<file path="src/pmt_pkg.sv">
// Package with register map, field layout and reset values of the period match timer.
package pmt_pkg;

  // ****************************************************************
  // Bus and register geometry
  // ****************************************************************
  localparam int unsigned ADDR_W = 12;
  localparam int unsigned DATA_W = 32;

  // Register indices; the byte address is four times the index.
  localparam logic [9:0] IDX_FLAG = 10'h00C;
  localparam logic [9:0] IDX_MASK = 10'h08C;
  localparam logic [9:0] IDX_COUNT = 10'h011;
  localparam logic [9:0] IDX_CTRL = 10'h012;
  localparam logic [9:0] IDX_PERIOD = 10'h092;

  // ****************************************************************
  // Control register fields
  // ****************************************************************
  localparam int unsigned PRE_LSB = 0;
  localparam int unsigned PRE_W = 2;
  localparam int unsigned RUN_BIT = 2;
  localparam int unsigned POST_LSB = 3;
  localparam int unsigned POST_W = 4;
  localparam int unsigned CTRL_W = 7;

  // Flag and mask layout: the match flag sits in bit 1.
  localparam int unsigned FLAG_BIT = 1;

  // Prescaler limits (ratio minus one) for 1:1, 1:4 and 1:16.
  localparam logic [3:0] PRE_LIM_1 = 4'h0;
  localparam logic [3:0] PRE_LIM_4 = 4'h3;
  localparam logic [3:0] PRE_LIM_16 = 4'hF;

  // ****************************************************************
  // Reset values
  // ****************************************************************
  localparam logic [6:0] CTRL_RST = 7'h00;
  localparam logic [7:0] COUNT_RST = 8'h00;
  localparam logic [7:0] PERIOD_RST = 8'hFF;
  localparam logic [7:0] FLAG_RST = 8'h00;
  localparam logic [7:0] MASK_RST = 8'h00;

endpackage : pmt_pkg

</file>
<file path="src/pmt_scaler.sv">
// Event divider counter with synchronous clear and selectable terminal count.
module pmt_scaler #(
  parameter int unsigned WIDTH = 4
) (
  // Clock and reset.
  input wire logic pclk,
  input wire logic presetn,
  // Control.
  input wire logic clr,
  input wire logic inc,
  input wire logic [WIDTH-1:0] limit,
  // Results.
  output logic tick,
  output logic [WIDTH-1:0] cnt
);

  // ****************************************************************
  // State
  // ****************************************************************
  typedef struct packed {
    logic [WIDTH-1:0] cnt;
  } pmt_scaler_state_t;

  pmt_scaler_state_t state_reg;
  pmt_scaler_state_t state_next;

  // Refuse a width outside the range 1 to 16.
  if (WIDTH < 1 || WIDTH > 16)
  begin : g_width_check
    $error("pmt_scaler: WIDTH out of range");
  end

  // A clear beats an event in the same cycle, so no tick leaks out of it.
  assign tick = inc && !clr && (state_reg.cnt == limit);
  assign cnt = state_reg.cnt;

  // Count events and wrap at the terminal count.
  always_comb
  begin
    state_next = state_reg;
    if (clr)
    begin
      state_next.cnt = '0;
    end
    else if (inc)
    begin
      if (state_reg.cnt >= limit)
      begin
        state_next.cnt = '0;
      end
      else
      begin
        state_next.cnt = state_reg.cnt + {{(WIDTH-1){1'b0}}, 1'b1};
      end
    end
  end

  // Register the state.
  always_ff @(posedge pclk or negedge presetn)
  begin
    if (!presetn)
    begin
      state_reg <= '0;
    end
    else
    begin
      state_reg <= state_next;
    end
  end

endmodule : pmt_scaler

</file>
<file path="src/pmt_timer.sv">
// Period match timer with prescaler, postscaler, APB registers and interrupt.
//
// Function
// - Count register clocked through 1/4/16 prescaler.
// - Postscaler ratio is field value plus one.
// - Postscaler terminal count sets match flag.
// - Count or control write, reset clear scalers.
// - Control write leaves count value unchanged.
// - Count register read/write, reset to zero.
// - Run bit enables counting; clear stops it.
// - Match signal drives PWM time base.
// - Pre-postscaler match routed to serial port.
// - Count wraps to zero after equalling period.
// - Period register read/write, reset to FFh.
//
// The implementer's own choice: the APB interface to the registers.
module pmt_timer (
  // Clock and reset.
  input wire logic pclk,
  input wire logic presetn,
  // APB slave.
  input wire logic psel,
  input wire logic penable,
  input wire logic pwrite,
  input wire logic [pmt_pkg::ADDR_W-1:0] paddr,
  input wire logic [pmt_pkg::DATA_W-1:0] pwdata,
  output logic [pmt_pkg::DATA_W-1:0] prdata,
  output logic pready,
  output logic pslverr,
  // Interrupt.
  output logic irq,
  // Match outputs to neighbouring units.
  output logic pwm_time_base,
  output logic ssp_shift_source
);

  // ****************************************************************
  // State
  // ****************************************************************
  typedef struct packed {
    logic [pmt_pkg::CTRL_W-1:0] timer_control;
    logic [7:0] count_register;
    logic [7:0] period_register;
    logic [7:0] flag;
    logic [7:0] mask;
    logic pready;
    logic pslverr;
    logic [7:0] prdata;
    logic irq;
    logic match_out;
    logic ssp_out;
  } pmt_state_t;

  pmt_state_t state_reg;
  pmt_state_t state_next;

  // ****************************************************************
  // Bus decode
  // ****************************************************************
  logic access;
  logic finish;
  logic [9:0] index;
  logic hit_flag;
  logic hit_mask;
  logic hit_count;
  logic hit_ctrl;
  logic hit_period;
  logic mapped;
  logic wr_count;
  logic wr_ctrl;
  logic [7:0] wbyte;

  // The access phase lasts two cycles; the second one completes it.
  assign access = psel && penable;
  assign finish = access && state_reg.pready;
  assign index = paddr[pmt_pkg::ADDR_W-1:2];
  assign hit_flag = (index == pmt_pkg::IDX_FLAG);
  assign hit_mask = (index == pmt_pkg::IDX_MASK);
  assign hit_count = (index == pmt_pkg::IDX_COUNT);
  assign hit_ctrl = (index == pmt_pkg::IDX_CTRL);
  assign hit_period = (index == pmt_pkg::IDX_PERIOD);
  assign mapped = hit_flag || hit_mask || hit_count || hit_ctrl || hit_period;
  assign wr_count = finish && pwrite && hit_count;
  assign wr_ctrl = finish && pwrite && hit_ctrl;
  assign wbyte = pwdata[7:0];

  // ****************************************************************
  // Control fields and scalers
  // ****************************************************************
  logic [pmt_pkg::PRE_W-1:0] pre_sel;
  logic [pmt_pkg::POST_W-1:0] post_sel;
  logic run;
  logic [3:0] pre_limit;
  logic scaler_clr;
  logic pre_tick;
  logic [3:0] pre_cnt;
  logic match;
  logic post_tick;
  logic [3:0] post_cnt;

  assign pre_sel = state_reg.timer_control[pmt_pkg::PRE_LSB +: pmt_pkg::PRE_W];
  assign post_sel = state_reg.timer_control[pmt_pkg::POST_LSB +: pmt_pkg::POST_W];
  assign run = state_reg.timer_control[pmt_pkg::RUN_BIT];

  // Decode the input prescale select; either code with the upper bit set is 1:16.
  always_comb
  begin
    case (pre_sel)
      2'h0: pre_limit = pmt_pkg::PRE_LIM_1;
      2'h1: pre_limit = pmt_pkg::PRE_LIM_4;
      default: pre_limit = pmt_pkg::PRE_LIM_16;
    endcase
  end

  // Both scalers clear on a write to the count or the control register.
  assign scaler_clr = wr_count || wr_ctrl;

  // Input prescaler: the instruction clock is pclk, gated by the run bit.
  pmt_scaler #(
    .WIDTH(4)
  ) u_prescale (
    .pclk(pclk),
    .presetn(presetn),
    .clr(scaler_clr),
    .inc(run),
    .limit(pre_limit),
    .tick(pre_tick),
    .cnt(pre_cnt)
  );

  // A match event is an increment while the count equals the period.
  assign match = pre_tick && !wr_count && (state_reg.count_register == state_reg.period_register);

  // Output postscaler: ratio equals the field value plus one.
  pmt_scaler #(
    .WIDTH(pmt_pkg::POST_W)
  ) u_postscale (
    .pclk(pclk),
    .presetn(presetn),
    .clr(scaler_clr),
    .inc(match),
    .limit(post_sel),
    .tick(post_tick),
    .cnt(post_cnt)
  );

  // ****************************************************************
  // Next state
  // ****************************************************************
  always_comb
  begin
    state_next = state_reg;

    // Bus answer: pready rises in the second access cycle.
    state_next.pready = access && !state_reg.pready;
    state_next.pslverr = access && !state_reg.pready && !mapped;
    state_next.prdata = 8'h00;
    if (access && !state_reg.pready && !pwrite)
    begin
      if (hit_flag)
      begin
        state_next.prdata = state_reg.flag;
      end
      else if (hit_mask)
      begin
        state_next.prdata = state_reg.mask;
      end
      else if (hit_count)
      begin
        state_next.prdata = state_reg.count_register;
      end
      else if (hit_ctrl)
      begin
        state_next.prdata = {1'b0, state_reg.timer_control};
      end
      else if (hit_period)
      begin
        state_next.prdata = state_reg.period_register;
      end
      else
      begin
        state_next.prdata = 8'h00;
      end
    end

    // Counter: a software write wins over an increment in the same cycle.
    if (wr_count)
    begin
      state_next.count_register = wbyte;
    end
    else if (match)
    begin
      state_next.count_register = 8'h00;
    end
    else if (pre_tick)
    begin
      state_next.count_register = state_reg.count_register + 8'h01;
    end

    // Control write changes only the fields; the count is left alone.
    if (wr_ctrl)
    begin
      state_next.timer_control = wbyte[pmt_pkg::CTRL_W-1:0];
    end

    // Period and mask registers.
    if (finish && pwrite && hit_period)
    begin
      state_next.period_register = wbyte;
    end
    if (finish && pwrite && hit_mask)
    begin
      state_next.mask = wbyte;
    end

    // Sticky flag: writing one clears, a new event in the same cycle wins.
    if (finish && pwrite && hit_flag)
    begin
      state_next.flag = state_reg.flag & ~wbyte;
    end
    if (post_tick)
    begin
      state_next.flag[pmt_pkg::FLAG_BIT] = 1'b1;
    end

    // Interrupt level and match outputs.
    state_next.irq = |(state_next.flag & state_reg.mask);
    state_next.match_out = match;
    state_next.ssp_out = match;
  end

  // Register the whole state; every kind of reset lands here.
  always_ff @(posedge pclk or negedge presetn)
  begin
    if (!presetn)
    begin
      state_reg.timer_control <= pmt_pkg::CTRL_RST;
      state_reg.count_register <= pmt_pkg::COUNT_RST;
      state_reg.period_register <= pmt_pkg::PERIOD_RST;
      state_reg.flag <= pmt_pkg::FLAG_RST;
      state_reg.mask <= pmt_pkg::MASK_RST;
      state_reg.pready <= 1'b0;
      state_reg.pslverr <= 1'b0;
      state_reg.prdata <= 8'h00;
      state_reg.irq <= 1'b0;
      state_reg.match_out <= 1'b0;
      state_reg.ssp_out <= 1'b0;
    end
    else
    begin
      state_reg <= state_next;
    end
  end

  // ****************************************************************
  // Outputs
  // ****************************************************************
  assign prdata = {24'h00_0000, state_reg.prdata};
  assign pready = state_reg.pready;
  assign pslverr = state_reg.pslverr;
  assign irq = state_reg.irq;
  assign pwm_time_base = state_reg.match_out;
  assign ssp_shift_source = state_reg.ssp_out;
endmodule : pmt_timer

</file>
<file path="config.mk">
export PLATFORM = sky130hd
export DESIGN_NAME = pmt_timer
export DESIGN_NICKNAME = d
export VERILOG_FILES = /design/src/pmt_pkg.sv /design/src/pmt_scaler.sv /design/src/pmt_timer.sv
export SDC_FILE = /design/constraint.sdc
export NUM_CORES = 1
export LEC_CHECK = 0
export BUFFER_PORTS_ARGS = -buffer_cell sky130_fd_sc_hd__buf_4
export CORE_MARGIN = 2
export CORE_UTILIZATION = 54
export CTS_CLUSTER_DIAMETER = 40
export DETAILED_ROUTE_END_ITERATION = 16
export PLACE_DENSITY_LB_ADDON = 0.05
export SLEW_MARGIN = 20
export SYNTH_ARGS = -nofsm -noshare
export SYNTH_HDL_FRONTEND = slang
export SYNTH_SLANG_ARGS = --single-unit
</file>
<file path="constraint.sdc">
create_clock -name pclk -period 2.99 [get_ports pclk]
set_input_delay 0.4485 -clock pclk [delete_from_list [all_inputs] [get_ports pclk]]
set_output_delay 0.4485 -clock pclk [all_outputs]
set_load 0.05 [all_outputs]
</file>
Word level (Yosys, flattened, before mapping)
Index checks and enable logic that the tools add are counted.
Storage, ports and cells
  bits in registers: 59
  output and inout port bits: 37
  bits of input ports: 49
  logic and storage cells: 79
Cells by class
  order comparisons: 2
  reductions and logical operators: 32
  bitwise operators: 3
  equality and inequality tests: 9
  muxes and demuxes: 18
  add/sub/neg operators: 3
Operators by type and width (count)
  2-to-1 mux 8 bit: 10
  2-to-1 mux 4 bit: 6
  equality test 10 x 5 -> 1 bit, second input constant: 2
  equality test 10 x 8 -> 1 bit, second input constant: 2
  logical AND 1 bit: 17
  AND 8 bit: 2
  equality test 10 x 4 -> 1 bit, second input constant: 1
  adder 4 x 1 -> 4 bit, second input constant: 2
  adder 8 x 1 -> 8 bit, second input constant: 1
  equality test 4 bit: 2
  equality test 8 bit: 1
  >= comparator 4 bit: 2
  inverter 8 bit: 1
  one-hot mux 4 bit (2 select lines): 1
  OR reduction 8 bit: 1
  logical NOT 1 bit: 5
  logical OR 1 bit: 5
  nonzero test 2 bit: 2
  nonzero test 3 bit: 1
  equality test 2 x 1 -> 1 bit, second input constant: 1
  logical NOT 2 bit: 1
  2-to-1 mux 1 bit: 1

Depth between registers and ports, before layout
  word-level depth: 15
  gate-level depth with buffers: 10

By module
From an unflattened synthesis, not the netlist that was laid out.
Second synthesis, totals
  cells, all modules: 340
  area, all modules: 3457.1 um^2
Modules (own cells, without submodules)
  pmt_timer: times used 1, area each 2761.4 um^2, cells an instance 268
  pmt_scaler: times used 2, area each 347.8 um^2, cells an instance 36

Worst setup path after synthesis
No wires, ideal clock.
  path type: input-to-reg
  from: in paddr[9] in the netlist's numbering
  to: reg state_reg[44] in the netlist's numbering
  setup time: 133 ps
  setup slack: 658 ps
  data arrival time: 2198 ps
  stages: 8
  path buffers: 3
  path through: buf_6 or4b_4 or4_4 buf_6 and2_4 buf_6 a211oi_1 nor4_2
On the way
  longest elaborated chain between the ends: 10
  elaborated cells on any way between the ends: 14
RTL lines
  start, declared: line pmt_timer.sv:25  | input wire logic [pmt_pkg::ADDR_W-1:0] paddr,
  equality test 10 x 5 -> 1 bit (on tied branches): line pmt_timer.sv:79, pmt_timer.sv:80
  logical AND 1 bit (on tied branches): line pmt_timer.sv:83, pmt_timer.sv:84
  logical OR 1 bit: line pmt_timer.sv:116  | assign scaler_clr = wr_count || wr_ctrl;
  logical NOT 1 bit: line pmt_scaler.sv:34  | assign tick = inc && !clr && (state_reg.cnt == limit);
  logical AND 1 bit (2 in series): line pmt_scaler.sv:34
  logical AND 1 bit (2 in series): line pmt_timer.sv:132  | assign match = pre_tick && !wr_count && (state_reg.count_register == state_reg.period_register);
  2-to-1 mux 8 bit: line pmt_timer.sv:191  | else if (match)
  2-to-1 mux 8 bit: line pmt_timer.sv:187  | if (wr_count)
  end signal, assigned: line pmt_timer.sv:251  | state_reg <= state_next;
  end, declared: line pmt_timer.sv:54  | pmt_state_t state_reg;
Several ways; a longest one is shown, not always the timed one.
A chain may end at the register's enable or synchronous reset.

Final worst setup path
  from: reg state_reg (netlist bit pre_sel[0])
  to: reg state_reg[42] in the netlist's numbering
On the way
  longest elaborated chain between the ends: 8
  elaborated cells on any way between the ends: 10
RTL lines
  equality test 2 x 1 -> 1 bit / logical NOT 2 bit (equally long branches): line pmt_timer.sv:108  | case (pre_sel)
  one-hot mux 4 bit (2 select lines) (*): line pmt_timer.sv:108
  equality test 4 bit (*): line pmt_scaler.sv:34
  logical AND 1 bit (*): line pmt_scaler.sv:34
  logical AND 1 bit (2 in series): line pmt_timer.sv:132
  2-to-1 mux 8 bit: line pmt_timer.sv:191
  2-to-1 mux 8 bit: line pmt_timer.sv:187
Mark *: on every way between the ends. The rest lies on a longest branch, timed or not.

==> reports/metrics.cfg <==
[cts]
cts_tree=yes
cts_hold_repair.buffers=0
cts_buffers=9
cts_resized=0
cts.sinks=59
worstSkewPairLatency_ns=0.35
cts_buffer_depth=2
cts_setup_buffers=0
htree_num_levels=3
clk_pin_slew_worst_paths_ns=0.08
root_buffer=clkbuf_8

[worst_hold_path]
hold_path.class=input port to async pin

[synth]
synth-async-reset-ratio_pct=100.0
ys.flop_type=dfrtp_1
yosys.cell_types.count=56
post_synth.cell_area_avg_um2=9.934
synth-warning-count=0
synth_cells=349
ys_ff_latch=59
netlist_area_um2=3467
seq_area_frac_synth_pct=42.87
synth_edf_count=0

[timing]
timing_worst_slew_pin_value_ns=0.7460
slew_viol_final=0
finClkSkew_ns=0.01013
clock.fmax_ghz=0.4300
finalSetupViolCount=0
fin_crit_sh_pct=77.78
fin_crit_ns=2.326
rsz0062_at_grt=false
max-slew-margin-rel_pct=50.27
hold_viol_final=0
final.setup.tns_ns=0

[grt]
grt_usage_pct=22.58
grt.overflow.total=0
grt_max_degree=60
grt_pass1_vias=2429
antenna_found_initial=0
grt_pass1_wl_mm=12.41

[routing]
drc=0
drt_iter0_markers=79
routed_wl_mm=7.613
wire_per_inst_um=16.59
num_vias=2600
viasPerCell=5.664
final_antenna_net_count=0
drtPass1Iterations=4

[cells_and_area]
layout_common_cells=dfrtp_1 (51), buf_4 (41), a21oi_1 (24), mux2_2 (24), conb_1 (24)
seq_area_um2=1486
fin_util_pct=61.05
nFillCells=553
area_growth_pct=10.54
drive_gt1_share_pct=25.65
final-instance-count-excl-fill=459
nNetsFinal=437
num_antenna_cells=0
final_common_cell=dfrtp_1
largest_reg_flops=32
multi_input_area_um2=1689

[pwr]
p_leak_nw=1.880
p_per_area_nw_per_um2=441.9
ir_drop_v=0.0003989

[critical_path]
worstSetupPathType=flop to flop
worstPathCellList=or2_2 -> inv_1 -> ha_1 -> and3_1 -> and3_1 -> nand2_2 -> or4_1 -> a31oi_1
max_stage_delay_ns=0.50
crit_required_ns=3.26
crit_top_cell=and3_1
r2r_slack_ns=0.66
cp_max_fo=10
crit_family=simple AND/OR/NAND/NOR gates
path_buf_inv=1
arrival_ns=2.59
cp-end-kind=flop
cp-start-kind=flop
cp_slowest_cell=or4_1

[job]
maxCapViolCount=0

[status]
outcome=complete, no violations

[floorplan]
die_h_um=84.13
core-area_um2=6277
io_pins=86
die_area_um2=7078
fp-row-count=29
start_util_pct=55.23
dieWidth_um=84.13

[place]
placed_cells=443
place_congestion=0.8544
io_buffers=35
dp_hpwl_mm=5.310

## area by class of cell
class | instances | share of cell area [%]
Tap cell | 77 | 2.514
Inverter | 14 | 1.371
Clock inverter | 7 | 1.992
Timing Repair Buffer | 41 | 8.031
Multi-Input combinational cell | 252 | 44.07
Sequential cell | 59 | 38.79
Clock buffer | 9 | 3.232
## worst register-to-register path, delay by kind of cell, from the launching register on
family | cells | cell delay [ns]
buf+inv | 1 | 0.07
fa+ha+maj | 1 | 0.12
compound gates | 1 | 0.17
simple gates | 5 | 1.47
flops | 1 | 0.42
## synth_stat cells (4+ instances only)
cell type  count  area share [%]
a21boi_0       7             1.5
nand2_1       21             2.3
xor2_1         8             2.0
o21ai_0       12             1.7
inv_1         14             1.5
and3_1         7             1.3
nand3_1        6            0.87
or4_1          5             1.1
nor2_1        23             2.5
ha_1          11             4.0
a31oi_1        9             1.6
clkbuf_1       9            0.97
nand4_1        4            0.72
buf_4         33             7.1
nand2b_1       4            0.72
nor4_1         5            0.90
a21oi_1       24             3.5
mux2_2        24             7.8
dfrtp_1       51              37
nor2b_1        4            0.72
dfstp_2        8             6.1
mux2i_1        8             2.3
## metrics by stage
stage	total power (W)	hold WS, ns	cell area [um2]	worst slack [ns]
after floorplan	0.0009337	0.1529	3553	0.6582
after global routing	0.001758	0.2098	3832	0.5241
final	0.001694	0.1498	3832	0.6644
after global placement	0.0009642	0.4890	3632	0.4553
after CTS	0.001710	0.1967	3832	0.6547
after detailed placement	0.0009650	0.4946	3632	0.4510
## logic make-up (layout without fill, tap and decap cells)
logic type | after synthesis | count (layout) | share of synthesized area [%]
buf+inv | 61 | 71 | 10.90
other cells | 1 | 24 | 0.1082
compound gates | 73 | 73 | 13.21
mux | 32 | 32 | 10.10
xor+xnor | 9 | 9 | 2.274
simple gates | 103 | 103 | 16.56
fa+ha+maj | 11 | 11 | 3.970
flops | 59 | 59 | 42.87
## report_power, final
part,total (W),leakage (nW),internal [W],switching (W)
clock,0.000745,0.0962,0.000390,0.000355
sequential,0.000802,0.783,0.000801,0.00000161
combinational,0.000146,1.00,0.0000313,0.000115
## worst paths after layout
kind,start,to,cells past startpoint
worst max register to register,pre_sel[0],state_reg[42],8
worst max-delay path,pre_sel[0],state_reg[42],8
worst min register to register,u_postscale.cnt[3],u_postscale.cnt[3],1
worst min-delay path,presetn,u_prescale.cnt[0],1
max in group asynchronous,presetn,state_reg[41],1
min in group pclk,pwdata[7],state_reg[28],2
## routing by layer
metal  global-route usage, %  vias to the layer above  routed length [um]
met2                   34.05                       79                3536
met4                   8.651                        0                 139
met3                   4.818                       11                 378
met5                       0                        -                   0
met1                   32.12                     1257                3559
li1                        -                     1253                   -
Power figures use the tool's default switching activity.
